`src/core/frpc_pkg.sv`:
```
// Constants for the flash reset and power-on sequencing block.
// Assumes a single 25 MHz clock and plain-port control signals.
//
// Notes on behaviour
// - Reset low at least 10 us resets
// - After reset: standby, volatile bits cleared, 3-byte
// - Reset aborts running program or erase
// - Serial output floats while reset held
// - Recovery 40/40/310 us by interrupted work
// - Erase recovery 12/25/1000 ms by size
// - Status/config write recovery 40 ms
// - Power-up into standby, latch cleared
// - Below inhibit threshold: held reset, ignore commands
package frpc_pkg;
    localparam int unsigned CLK_HZ = 25_000_000;
    localparam int unsigned RESET_LOW_WIDTH_US = 10;
    localparam int unsigned RESET_TO_SELECT_DELAY_US = 10;
    localparam int unsigned POWERON_RECOVERY_US = 35;
    localparam int unsigned DECODE_RECOVERY_US = 40;
    localparam int unsigned READ_RECOVERY_US = 40;
    localparam int unsigned PROGRAM_RECOVERY_US = 310;
    localparam int unsigned SECTOR_ERASE_4K_RECOVERY_MS = 12;
    localparam int unsigned BLOCK_ERASE_RECOVERY_MS = 25;
    localparam int unsigned CHIP_ERASE_RECOVERY_MS = 1000;
    localparam int unsigned STATUS_CONFIG_WRITE_RECOVERY_MS = 40;
    localparam int unsigned SUPPLY_SETTLE_DELAY_US = 800;
    // Cycle counts: times scaled by whole cycles per unit, rounded down
    localparam int unsigned CYC_PER_US = CLK_HZ / 1_000_000;
    localparam int unsigned CYC_PER_MS = CLK_HZ / 1_000;
    localparam int unsigned RESET_LOW_WIDTH_CYC =
        RESET_LOW_WIDTH_US * CYC_PER_US;
    localparam int unsigned POWERON_RECOVERY_CYC =
        POWERON_RECOVERY_US * CYC_PER_US;
    localparam int unsigned DECODE_RECOVERY_CYC =
        DECODE_RECOVERY_US * CYC_PER_US;
    localparam int unsigned READ_RECOVERY_CYC = READ_RECOVERY_US * CYC_PER_US;
    localparam int unsigned PROGRAM_RECOVERY_CYC =
        PROGRAM_RECOVERY_US * CYC_PER_US;
    localparam int unsigned SECTOR_ERASE_4K_RECOVERY_CYC =
        SECTOR_ERASE_4K_RECOVERY_MS * CYC_PER_MS;
    localparam int unsigned BLOCK_ERASE_RECOVERY_CYC =
        BLOCK_ERASE_RECOVERY_MS * CYC_PER_MS;
    localparam int unsigned CHIP_ERASE_RECOVERY_CYC =
        CHIP_ERASE_RECOVERY_MS * CYC_PER_MS;
    localparam int unsigned STATUS_CONFIG_WRITE_RECOVERY_CYC =
        STATUS_CONFIG_WRITE_RECOVERY_MS * CYC_PER_MS;
    localparam int unsigned SUPPLY_SETTLE_DELAY_CYC =
        SUPPLY_SETTLE_DELAY_US * CYC_PER_US;
    localparam int CNT_W = 32;
    // Interrupted-operation codes
    localparam logic [2:0] OP_IDLE = 3'h0;
    localparam logic [2:0] OP_DECODE = 3'h1;
    localparam logic [2:0] OP_READ = 3'h2;
    localparam logic [2:0] OP_PROGRAM = 3'h3;
    localparam logic [2:0] OP_SECTOR_ERASE_4K = 3'h4;
    localparam logic [2:0] OP_BLOCK_ERASE = 3'h5;
    localparam logic [2:0] OP_CHIP_ERASE = 3'h6;
    localparam logic [2:0] OP_STATUS_CONFIG_WRITE = 3'h7;
    // Sequencer states
    typedef enum logic [2:0] {
        FRPC_POWER_OFF = 3'b000,
        FRPC_SETTLE = 3'b001,
        FRPC_STANDBY = 3'b010,
        FRPC_RESET_LOW = 3'b011,
        FRPC_RECOVER = 3'b100
    } frpc_state_e;
endpackage : frpc_pkg

```
`src/core/frpc_reset_poweron.sv`:
```
// Reset and power-on sequencer of a serial flash device.
// Assumes resetPinN, selectN and supply flags come asynchronously from pins
// or analogue comparators; the operation code comes from core logic.
`timescale 1ns/100ps
`default_nettype none
module frpc_reset_poweron
    import frpc_pkg::*;
#(
    parameter int unsigned SECTOR_ERASE_CYC = SECTOR_ERASE_4K_RECOVERY_CYC,
    parameter int unsigned BLOCK_ERASE_CYC = BLOCK_ERASE_RECOVERY_CYC,
    parameter int unsigned CHIP_ERASE_CYC = CHIP_ERASE_RECOVERY_CYC,
    parameter int unsigned STATUS_WRITE_CYC = STATUS_CONFIG_WRITE_RECOVERY_CYC,
    parameter int unsigned SETTLE_CYC = SUPPLY_SETTLE_DELAY_CYC
) (
    input wire logic mclk,
    input wire logic rstn,
    input wire logic resetPinN,
    input wire logic selectN,
    input wire logic supplyAboveInhibit,
    input wire logic supplyAboveMin,
    input wire logic [2:0] activeOp,
    input wire logic coreDataOut,
    input wire logic coreDataOutEn,
    output logic dataOut,
    output logic dataOutEn,
    output logic coreResetN,
    output logic abortOp,
    output logic busy,
    output logic commandEnable,
    output logic readEnable,
    output logic writeEnableLatchClear,
    output logic addr4Byte,
    output logic deepPowerDown
);
    logic rstPinSync;
    logic selSync;
    logic supInhSync;
    logic supMinSync;
    frpc_state_e state;
    frpc_state_e next_state;
    logic [CNT_W-1:0] count;
    logic [CNT_W-1:0] next_count;
    logic [CNT_W-1:0] target;
    logic [CNT_W-1:0] next_target;
    logic [2:0] heldOp;
    logic [2:0] next_heldOp;
    logic next_abortOp;
    logic next_dataOut;
    logic next_dataOutEn;

    frpc_sync3 #(.RESET_VAL(1'b1)) uRst (
        .mclk(mclk), .rstn(rstn), .pin(resetPinN), .level(rstPinSync));
    frpc_sync3 #(.RESET_VAL(1'b1)) uSel (
        .mclk(mclk), .rstn(rstn), .pin(selectN), .level(selSync));
    frpc_sync3 #(.RESET_VAL(1'b0)) uInh (
        .mclk(mclk), .rstn(rstn), .pin(supplyAboveInhibit),
        .level(supInhSync));
    frpc_sync3 #(.RESET_VAL(1'b0)) uMin (
        .mclk(mclk), .rstn(rstn), .pin(supplyAboveMin), .level(supMinSync));

    // Recovery length chosen by what the reset interrupted
    function automatic logic [CNT_W-1:0] recoverLen(input logic [2:0] op);
        logic [CNT_W-1:0] r;
        r = CNT_W'(DECODE_RECOVERY_CYC);
        case (op)
            OP_READ: r = CNT_W'(READ_RECOVERY_CYC);
            OP_PROGRAM: r = CNT_W'(PROGRAM_RECOVERY_CYC);
            OP_SECTOR_ERASE_4K: r = CNT_W'(SECTOR_ERASE_CYC);
            OP_BLOCK_ERASE: r = CNT_W'(BLOCK_ERASE_CYC);
            OP_CHIP_ERASE: r = CNT_W'(CHIP_ERASE_CYC);
            OP_STATUS_CONFIG_WRITE: r = CNT_W'(STATUS_WRITE_CYC);
            default: r = CNT_W'(DECODE_RECOVERY_CYC);
        endcase
        return r;
    endfunction : recoverLen

    // Sequencer: brown-out overrides everything
    always_comb
    begin
        next_state = state;
        next_count = count;
        next_target = target;
        next_heldOp = heldOp;
        next_abortOp = 1'b0;
        case (state)
            FRPC_POWER_OFF:
            begin
                next_count = '0;
                if (supMinSync)
                begin
                    next_state = FRPC_SETTLE;
                end
            end
            FRPC_SETTLE:
            begin
                next_count = count + 1'b1;
                if (count >= CNT_W'(SETTLE_CYC) - 1'b1)
                begin
                    // Power-on recovery then standby
                    next_state = FRPC_RECOVER;
                    next_target = CNT_W'(POWERON_RECOVERY_CYC);
                    next_count = '0;
                end
            end
            FRPC_STANDBY:
            begin
                next_count = '0;
                if (!rstPinSync)
                begin
                    next_state = FRPC_RESET_LOW;
                    next_heldOp = activeOp;
                    // Kill any program or erase at once
                    next_abortOp = activeOp >= OP_PROGRAM;
                end
            end
            FRPC_RESET_LOW:
            begin
                if (count < CNT_W'(RESET_LOW_WIDTH_CYC))
                begin
                    next_count = count + 1'b1;
                end
                if (rstPinSync)
                begin
                    next_count = '0;
                    // Short glitch: no reset, back to standby.
                    // Count starts one edge after the synced fall, so the
                    // threshold is one less and a pulse of exactly the minimum resets.
                    if (count >= CNT_W'(RESET_LOW_WIDTH_CYC) - 1'b1)
                    begin
                        next_state = FRPC_RECOVER;
                        next_target = recoverLen(heldOp);
                    end
                    else
                    begin
                        next_state = FRPC_STANDBY;
                    end
                end
            end
            FRPC_RECOVER:
            begin
                next_count = count + 1'b1;
                if (count >= target - 1'b1)
                begin
                    next_state = FRPC_STANDBY;
                    next_count = '0;
                end
                if (!rstPinSync)
                begin
                    next_state = FRPC_RESET_LOW;
                    next_heldOp = OP_DECODE;
                    next_count = '0;
                end
            end
            default:
            begin
                next_state = FRPC_POWER_OFF;
            end
        endcase
        if (!supInhSync)
        begin
            next_state = FRPC_POWER_OFF;
            next_count = '0;
            next_abortOp = activeOp >= OP_PROGRAM;
        end
    end

    // Serial output floats while reset pin is low
    always_comb
    begin
        next_dataOut = coreDataOut;
        next_dataOutEn = coreDataOutEn && commandEnable && !selSync;
        if (!rstPinSync || state == FRPC_RESET_LOW)
        begin
            next_dataOutEn = 1'b0;
        end
    end

    always_ff @(posedge mclk)
    begin
        if (!rstn)
        begin
            state <= FRPC_POWER_OFF;
            count <= '0;
            target <= '0;
            heldOp <= OP_IDLE;
            abortOp <= 1'b0;
            dataOut <= 1'b0;
            dataOutEn <= 1'b0;
        end
        else
        begin
            state <= next_state;
            count <= next_count;
            target <= next_target;
            heldOp <= next_heldOp;
            abortOp <= next_abortOp;
            dataOut <= next_dataOut;
            dataOutEn <= next_dataOutEn;
        end
    end

    // Status decode; commands only in standby
    assign commandEnable = state == FRPC_STANDBY;
    assign readEnable = commandEnable;
    assign busy = state != FRPC_STANDBY;
    assign coreResetN = state == FRPC_STANDBY;
    assign writeEnableLatchClear = !coreResetN;
    assign addr4Byte = 1'b0;
    assign deepPowerDown = 1'b0;

    property p_float;
        @(posedge mclk) disable iff (!rstn)
        (state == FRPC_RESET_LOW) |=> !dataOutEn;
    endproperty
    a_float: assert property (p_float) else $error("output driven in reset");

    property p_abort;
        @(posedge mclk) disable iff (!rstn)
        (state == FRPC_STANDBY && !rstPinSync && supInhSync
            && activeOp >= OP_PROGRAM) |=> abortOp;
    endproperty
    a_abort: assert property (p_abort) else $error("no abort on reset");

    property p_glitch;
        @(posedge mclk) disable iff (!rstn)
        (state == FRPC_RESET_LOW && rstPinSync && supInhSync
            && count < CNT_W'(RESET_LOW_WIDTH_CYC) - 1'b1)
            |=> state == FRPC_STANDBY;
    endproperty
    a_glitch: assert property (p_glitch) else $error("short pulse reset");

    property p_inhibit;
        @(posedge mclk) disable iff (!rstn)
        !supInhSync |=> (state == FRPC_POWER_OFF && !commandEnable);
    endproperty
    a_inhibit: assert property (p_inhibit) else $error("live below inhibit");

    property p_recover;
        @(posedge mclk) disable iff (!rstn)
        (state == FRPC_RECOVER) |-> (busy && !commandEnable);
    endproperty
    a_recover: assert property (p_recover) else $error("ready in recovery");

    // Select activity in recovery must not turn the output on
    property p_deaf;
        @(posedge mclk) disable iff (!rstn)
        (state == FRPC_RECOVER) |=> !dataOutEn;
    endproperty
    a_deaf: assert property (p_deaf) else $error("select heard in recovery");

    property p_poweron;
        @(posedge mclk) disable iff (!rstn)
        (state == FRPC_SETTLE && $past(state) == FRPC_SETTLE
            && next_state == FRPC_RECOVER)
            |=> target == CNT_W'(POWERON_RECOVERY_CYC);
    endproperty
    a_poweron: assert property (p_poweron) else $error("bad power-on time");

    property p_standby;
        @(posedge mclk) disable iff (!rstn)
        (state == FRPC_RECOVER && $past(state) == FRPC_RESET_LOW)
            |-> target == recoverLen(heldOp);
    endproperty
    a_standby: assert property (p_standby) else $error("bad recovery time");

    property p_defaults;
        @(posedge mclk) disable iff (!rstn)
        $rose(commandEnable) |-> (!addr4Byte && !deepPowerDown
            && $past(writeEnableLatchClear));
    endproperty
    a_defaults: assert property (p_defaults) else $error("bad defaults");
endmodule : frpc_reset_poweron
`default_nettype wire

```
`src/core/frpc_sync3.sv`:
```
// Three-stage pin synchroniser with agreement of the last two stages.
// Assumes the pin is asynchronous to mclk.
`timescale 1ns/100ps
`default_nettype none
module frpc_sync3 #(
    parameter logic RESET_VAL = 1'b1
) (
    input wire logic mclk,
    input wire logic rstn,
    input wire logic pin,
    output logic level
);
    logic s1;
    logic s2;
    logic s3;
    logic next_level;

    // Change counts only when stages two and three agree
    always_comb
    begin
        next_level = level;
        if (s2 == s3)
        begin
            next_level = s3;
        end
    end

    always_ff @(posedge mclk)
    begin
        if (!rstn)
        begin
            s1 <= RESET_VAL;
            s2 <= RESET_VAL;
            s3 <= RESET_VAL;
            level <= RESET_VAL;
        end
        else
        begin
            s1 <= pin;
            s2 <= s1;
            s3 <= s2;
            level <= next_level;
        end
    end
endmodule : frpc_sync3
`default_nettype wire

```
`config.mk`:
```
export PLATFORM = sky130hd
export DESIGN_NAME = frpc_reset_poweron
export DESIGN_NICKNAME = d
export VERILOG_FILES = /design/src/core/frpc_pkg.sv /design/src/core/frpc_reset_poweron.sv /design/src/core/frpc_sync3.sv
export SDC_FILE = /design/constraint.sdc
export NUM_CORES = 1
export LEC_CHECK = 0
export BUFFER_PORTS_ARGS = -buffer_cell sky130_fd_sc_hd__buf_2
export CAP_MARGIN = 30
export CELL_PAD_IN_SITES_DETAIL_PLACEMENT = 0
export CELL_PAD_IN_SITES_GLOBAL_PLACEMENT = 2
export CORE_ASPECT_RATIO = 1.75
export CORE_MARGIN = 2
export CORE_UTILIZATION = 38
export DETAILED_ROUTE_END_ITERATION = 7
export HOLD_SLACK_MARGIN = 0.08
export PLACE_DENSITY_LB_ADDON = 0.25
export SYNTH_ARGS = -nofsm -noshare
export SYNTH_HDL_FRONTEND = slang
export SYNTH_SLANG_ARGS = --single-unit
```
`constraint.sdc`:
```
create_clock -name mclk -period 4.6 [get_ports mclk]
set_input_delay 0.46 -clock mclk [delete_from_list [all_inputs] [get_ports mclk]]
set_output_delay 0.46 -clock mclk [all_outputs]
set_load 0.01 [all_outputs]
```
After elaboration in Yosys (flattened, before gate mapping)
Index checks and enable logic that the tools add are counted.

Register bits after elaboration: 89. Output and inout port bits: 10. Word-level logic and storage cells: 95.

Add/subtract/negate cells: 2. Magnitude comparators: 5. Equal/unequal tests: 22. Muxes and demuxes: 25. Bitwise operators: 1. Reductions and logical operators: 17.

Operators by type and width (number): 32-bit 2-to-1 mux (8); 32-bit case mux with 4 select lines (1); 25-bit case mux with 5 select lines (1); 32-bit case mux with 2 select lines (1); 32-bit by 1-bit adder with 32-bit output (second input constant) (1); 32-bit by 15-bit >= comparator with 1-bit output (second input constant) (1); 32-bit >= comparator (1); 32-bit by 8-bit >= comparator with 1-bit output (second input constant) (1); 32-bit by 8-bit < comparator with 1-bit output (second input constant) (1); 32-bit by 1-bit subtractor with 32-bit output (second input constant) (1); 3-bit 2-to-1 mux (9); 3-bit equality test (second input constant) (5); 3-bit case mux with 5 select lines (1); 3-bit by 2-bit equality test with 1-bit output (second input constant) (3); 2-bit inequality test (second input constant) (4); 3-bit by 2-bit inequality test with 1-bit output (second input constant) (2); 3-bit case mux with 2 select lines (1); 5-bit AND reduction (1); 1-bit equality test (4); 2-bit by 1-bit inequality test with 1-bit output (second input constant) (2); 2-bit AND reduction (2); 4-bit AND reduction (1); 2-bit nonzero test (2); 4-bit nonzero test (1); other kinds (11) (17).

Depth between registers and ports, before layout
Word-level depth: 5. Depth in mapped cells: 17. Gate-level depth less buffers: 16.

By module
A second synthesis with hierarchy kept.

Cells, all modules: 573. Area, all modules: 4644.5 µm².

By module, submodules not included: frpc_reset_poweron (times used 1, cells each 533, area an instance 4186.5 µm², seq. area each 1141.1 µm²); frpc_sync3 at uInh ... (times used 2, cells each 10, area an instance 116.4 µm², seq. area each 80.1 µm²); frpc_sync3 at uRst ... (times used 2, cells each 10, area an instance 112.6 µm², seq. area each 80.1 µm²).

Worst setup path before layout
Ideal clock, no wire load.

Kind: register to register. Start: reg target[6]. End: reg count[10]. Arrival time: 3.884 ns. Required time: 4.483 ns. Setup slack: 0.599 ns. Stages on the path, launching flop included: 17. Buffers on the path: 2. Path through: dfxtp_1 > buf_6 > or4_1 > nor2_2 > nand2_2 > or4_4 > or4_4 > nor2b_1 > ha_1 > and4_1 > nor4bb_1 > nand2_1 > a21oi_1 > nor3_2 > o31ai_4 > buf_2 > nor2_1.

Cells in the longest elaborated chain, start to end: 5.

Ends and longest elaborated chain: from (decl) (line frpc_reset_poweron.sv:43) `logic [CNT_W-1:0] target;`; from (signal assigned) (line frpc_reset_poweron.sv:194) `target <= next_target;`; 32-bit by 1-bit subtractor with 32-bit output (line frpc_reset_poweron.sv:142) `if (count >= target - 1'b1)`; 32-bit >= comparator (line frpc_reset_poweron.sv:142); 32-bit 2-to-1 mux (line frpc_reset_poweron.sv:142); 32-bit 2-to-1 mux (line frpc_reset_poweron.sv:147) `if (!rstPinSync)`; 32-bit case mux with 4 select lines (line frpc_reset_poweron.sv:85) `case (state)`; to (signal assigned) (line frpc_reset_poweron.sv:193) `count <= next_count;`; to (decl) (line frpc_reset_poweron.sv:41) `logic [CNT_W-1:0] count;`.

No other way between the ends. A chain may end at the register's enable or synchronous reset.

Worst setup path in the final report
Start: reg target[6]. End: reg state[0].

Cells in the longest elaborated chain, start to end: 4.

Ends and longest elaborated chain: 32-bit by 1-bit subtractor with 32-bit output (line frpc_reset_poweron.sv:142); 32-bit >= comparator (line frpc_reset_poweron.sv:142); 3-bit inequality test (no line); 5-bit AND reduction (no line); to (signal assigned) (line frpc_reset_poweron.sv:192) `state <= next_state;`; to (decl) (line frpc_reset_poweron.sv:39) `frpc_state_e state;`.

No other way between the ends.

==> metrics.md <==
| Metric | Value |
|---|---|
| Status | finished clean |
| RePlAce Congestion | 0.8730 |
| Clock skew | 0.005134 ns |
| Vias per std cell | 5.679 |
| Overall Global Routing Usage | 0.1955 |
| Primary FF master, synth | dfxtp_1 |
| Cell variety after synth | 61 |
| Clock Latency Late Sink | 0.34 ns |
| Critical Path Sink Type | flip-flop |
| RSZ-0062 raised after global routing | false |
| Fin crit share | 0.9264 |
| PostCTS Resize Cnt | 0 |
| Worst slew pin tran | 0.9185 ns |
| Max Slew Vio Count | 0 |
| Cells after Synth | 546 |
| Pre-antenna DRT Iters | 7 |
| Max Freq | 234.7 MHz |
| Data arrival, critical path | 4.53 ns |
| Initial core utilization | 0.3902 |
| Clk pin slew, worst setup/hold paths | 0.06 ns |
| CTS buffer count | 9 |
| Final worst slack | 0.3387 ns |
| Cell with the largest stage delay on the worst path | or4_1 |
| Fin crit period | 4.261 ns |
| Flops & latches, synth | 73 |
| Wirelength per Cell | 16.94 um |
| DR vias | 3,924 |
| Final wirelength | 11.71 mm |
| Antenna diodes | 0 |
| Number of clock sinks | 73 |
| Final net count | 598 |
| Die width | 86.44 um |
| Static leakage | 0.002074 uW |
| Seq/Total Area, Yosys | 0.3234 |
| Post-DP HPWL | 9.191 mm |
| Initial antenna violation count | 0 |
| Share of the synthesized area in the top cell type | 0.3234 |
| First DRT Iteration DRCs | 149 |
| CTS tree | built |
| # setup viols final | 0 |
| Cell taking the most area after synthesis | dfxtp_1 |
| Crit path buf inv count | 0 |
| Syn Std Cell Area | 0.004519 mm2 |
| Avg Cell Area, Syn | 8.277 um2 |
| Vias in the first global route | 3,883 |
| Largest net degree at the start of global routing | 41 |
| Crit Path Class | reg -> reg |
| Crit path required time | 4.87 ns |
| PortBufs | 18 |
| Dpl ws | 0.2927 ns |
| Share of cells above drive strength 1 | 0.1007 |
| Commonest non-fill, non-tap cell in the layout | dfxtp_1 |
| # IOs | 21 |
| Worst path cell trace | or4_1, nor2_2, nand2_2, or4_4, or4_4, nor2b_1, ha_1, and4_1, nor4bb_1, nand2_1, a21oi_1, nor3_2, or4b_1, a21oi_1 |
| WHS | 0.2998 ns |
| Global route total overflow | 0 |
| Area Growth Syn to Fin | 11.52% |
| DRC errors left | 0 |
| Power per cell area | 293.7 mW/mm2 |
| H-tree levels | 3 |
| Die span in y | 148.3 um |
| Async S/R FF share, synth | 0 |
| Top cells by area, synth | dfxtp_1, ha_1, nor2_1 |
| Hold Fails Final Rpt | 0 |
| Commonest cells after routing, fill and taps aside | dfxtp_1, nor2_1, nand2_1 |
| Slew HR | 0.3877 |
| First-pass GRT wire length | 19.51 mm |
| Max VDD drop | 0.1912 mV |
| Crit path max-delay family | simple AND/OR/NAND/NOR gates |
| Cts-stage hold buffer count | 0 |
| Setup Buffers After CTS | 0 |
| Startpoint Class | flip-flop |
| Max Cap Viol | 0 |
| Core ar. | 0.01158 mm2 |
| Setup TNS | 0 ns |
| Crit path max fanout | 8 |
| DIE AREA | 0.01282 mm2 |
| Min-delay worst type | in -> reg |
| EDFF count, synth | 0 |
| Clk buf depth | 2 |
| Synth warn | 0 |
| Max stage delay on crit path | 0.55 ns |
| Clk root buf | clkbuf_16 |
| Utilization after layout | 0.4352 |
| Filler Cells Inserted | 1,183 |
| Post-route antenna net violation count | 0 |
| Total power | 1480 uW |
| Floorplan row count | 52 |
registers in the layout, summed over array words and instances (netlist names), 3 cells and up:
register,count
count,32
heldOp,3
state,3
target,16
report_power, final:
part	total (uW)	internal (uW)	leakage [uW]	switching, uW
sequential	639	637	0.000591	1.92
clock	824	535	0.000171	288
combinational	16.8	8.31	0.00131	8.46
worst paths after layout:
check / startpoint / end / slack (ns) / cells after the start
setup / recovery: target[6]$_SDFFE_PN0P_ / state[0]$_SDFFE_PN0P_ / 0.34 / 14
hold / removal: selectN / uSel.s1$_SDFF_PN1_ / 0.30 / 2
setup reg to reg: target[6]$_SDFFE_PN0P_ / state[0]$_SDFFE_PN0P_ / 0.34 / 14
hold reg to reg: uSel.s1$_SDFF_PN1_ / uSel.s2$_SDFF_PN1_ / 0.41 / 1
metal layers:
metal	global-route usage	part of all wire	up-vias
met1	0.2110	0.39	1856
li1	-	-	1959
met5	0	0	-
met2	0.3604	0.55	86
met4	0.09297	0.034	0
met3	0.03163	0.027	23
through the flow:
step | instance area, um2 | cells
4_1_cts | 5040 | 691
3_5_place_dp | 4690 | 675
6_report | 5040 | 691
5_1_grt | 5040 | 691
2_1_floorplan | 4523 | 547
3_3_place_gp | 4690 | 675
worst reg2reg max path, stage by stage, from the launching register on:
cell and delay (ns):
dfxtp_1 0.36, or4_1 0.55, nor2_2 0.19, nand2_2 0.11, or4_4 0.44, or4_4 0.45, nor2b_1 0.15, ha_1 0.28
and4_1 0.21, nor4bb_1 0.41, nand2_1 0.09, a21oi_1 0.16, nor3_2 0.13, or4b_1 0.52, a21oi_1 0.13
cell type report:
class | instances | area [um2] | share of cell area
clock buffers | 9 | 225.2 | 0.04469
clock inverters | 7 | 125.1 | 0.02483
inverters | 13 | 48.80 | 0.009682
multi-input cells | 428 | 2848 | 0.5650
flip-flops and latches | 73 | 1461 | 0.2900
well taps | 135 | 168.9 | 0.03352
repair buffers | 26 | 162.7 | 0.03227
synthesized netlist by cell type, types with 5 or more instances:
library cell   n
dfxtp_1       73
nor2_1        59
nand2_1       42
ha_1          36
a21oi_1       29
xnor2_1       21
nand3_1       20
nand4_1       19
clkbuf_1      17
nand2b_1      17
o21ai_0       15
nor3_1        14
inv_1         13
nor2b_1       13
xor2_1        13
and2_1        12
nor4_1        11
buf_2          9
mux2i_1        7
o211ai_1       7
and3_1         6
buf_4          6
o21ai_1        6
a211oi_1       5
a21boi_1       5
and4_1         5
o2111ai_1      5
or4_1          5
logic make-up after synthesis:
logic type / count (synthesis) / synth area share
flops: 73 / 0.3234
xor+xnor: 34 / 0.06589
compound gates: 101 / 0.1537
simple gates: 248 / 0.2937
fa+ha+maj: 36 / 0.09967
buf+inv: 46 / 0.04734
mux: 7 / 0.01550
other cells: 1 / 0.0008298
No activity file was read; power rests on OpenSTA's default activity.
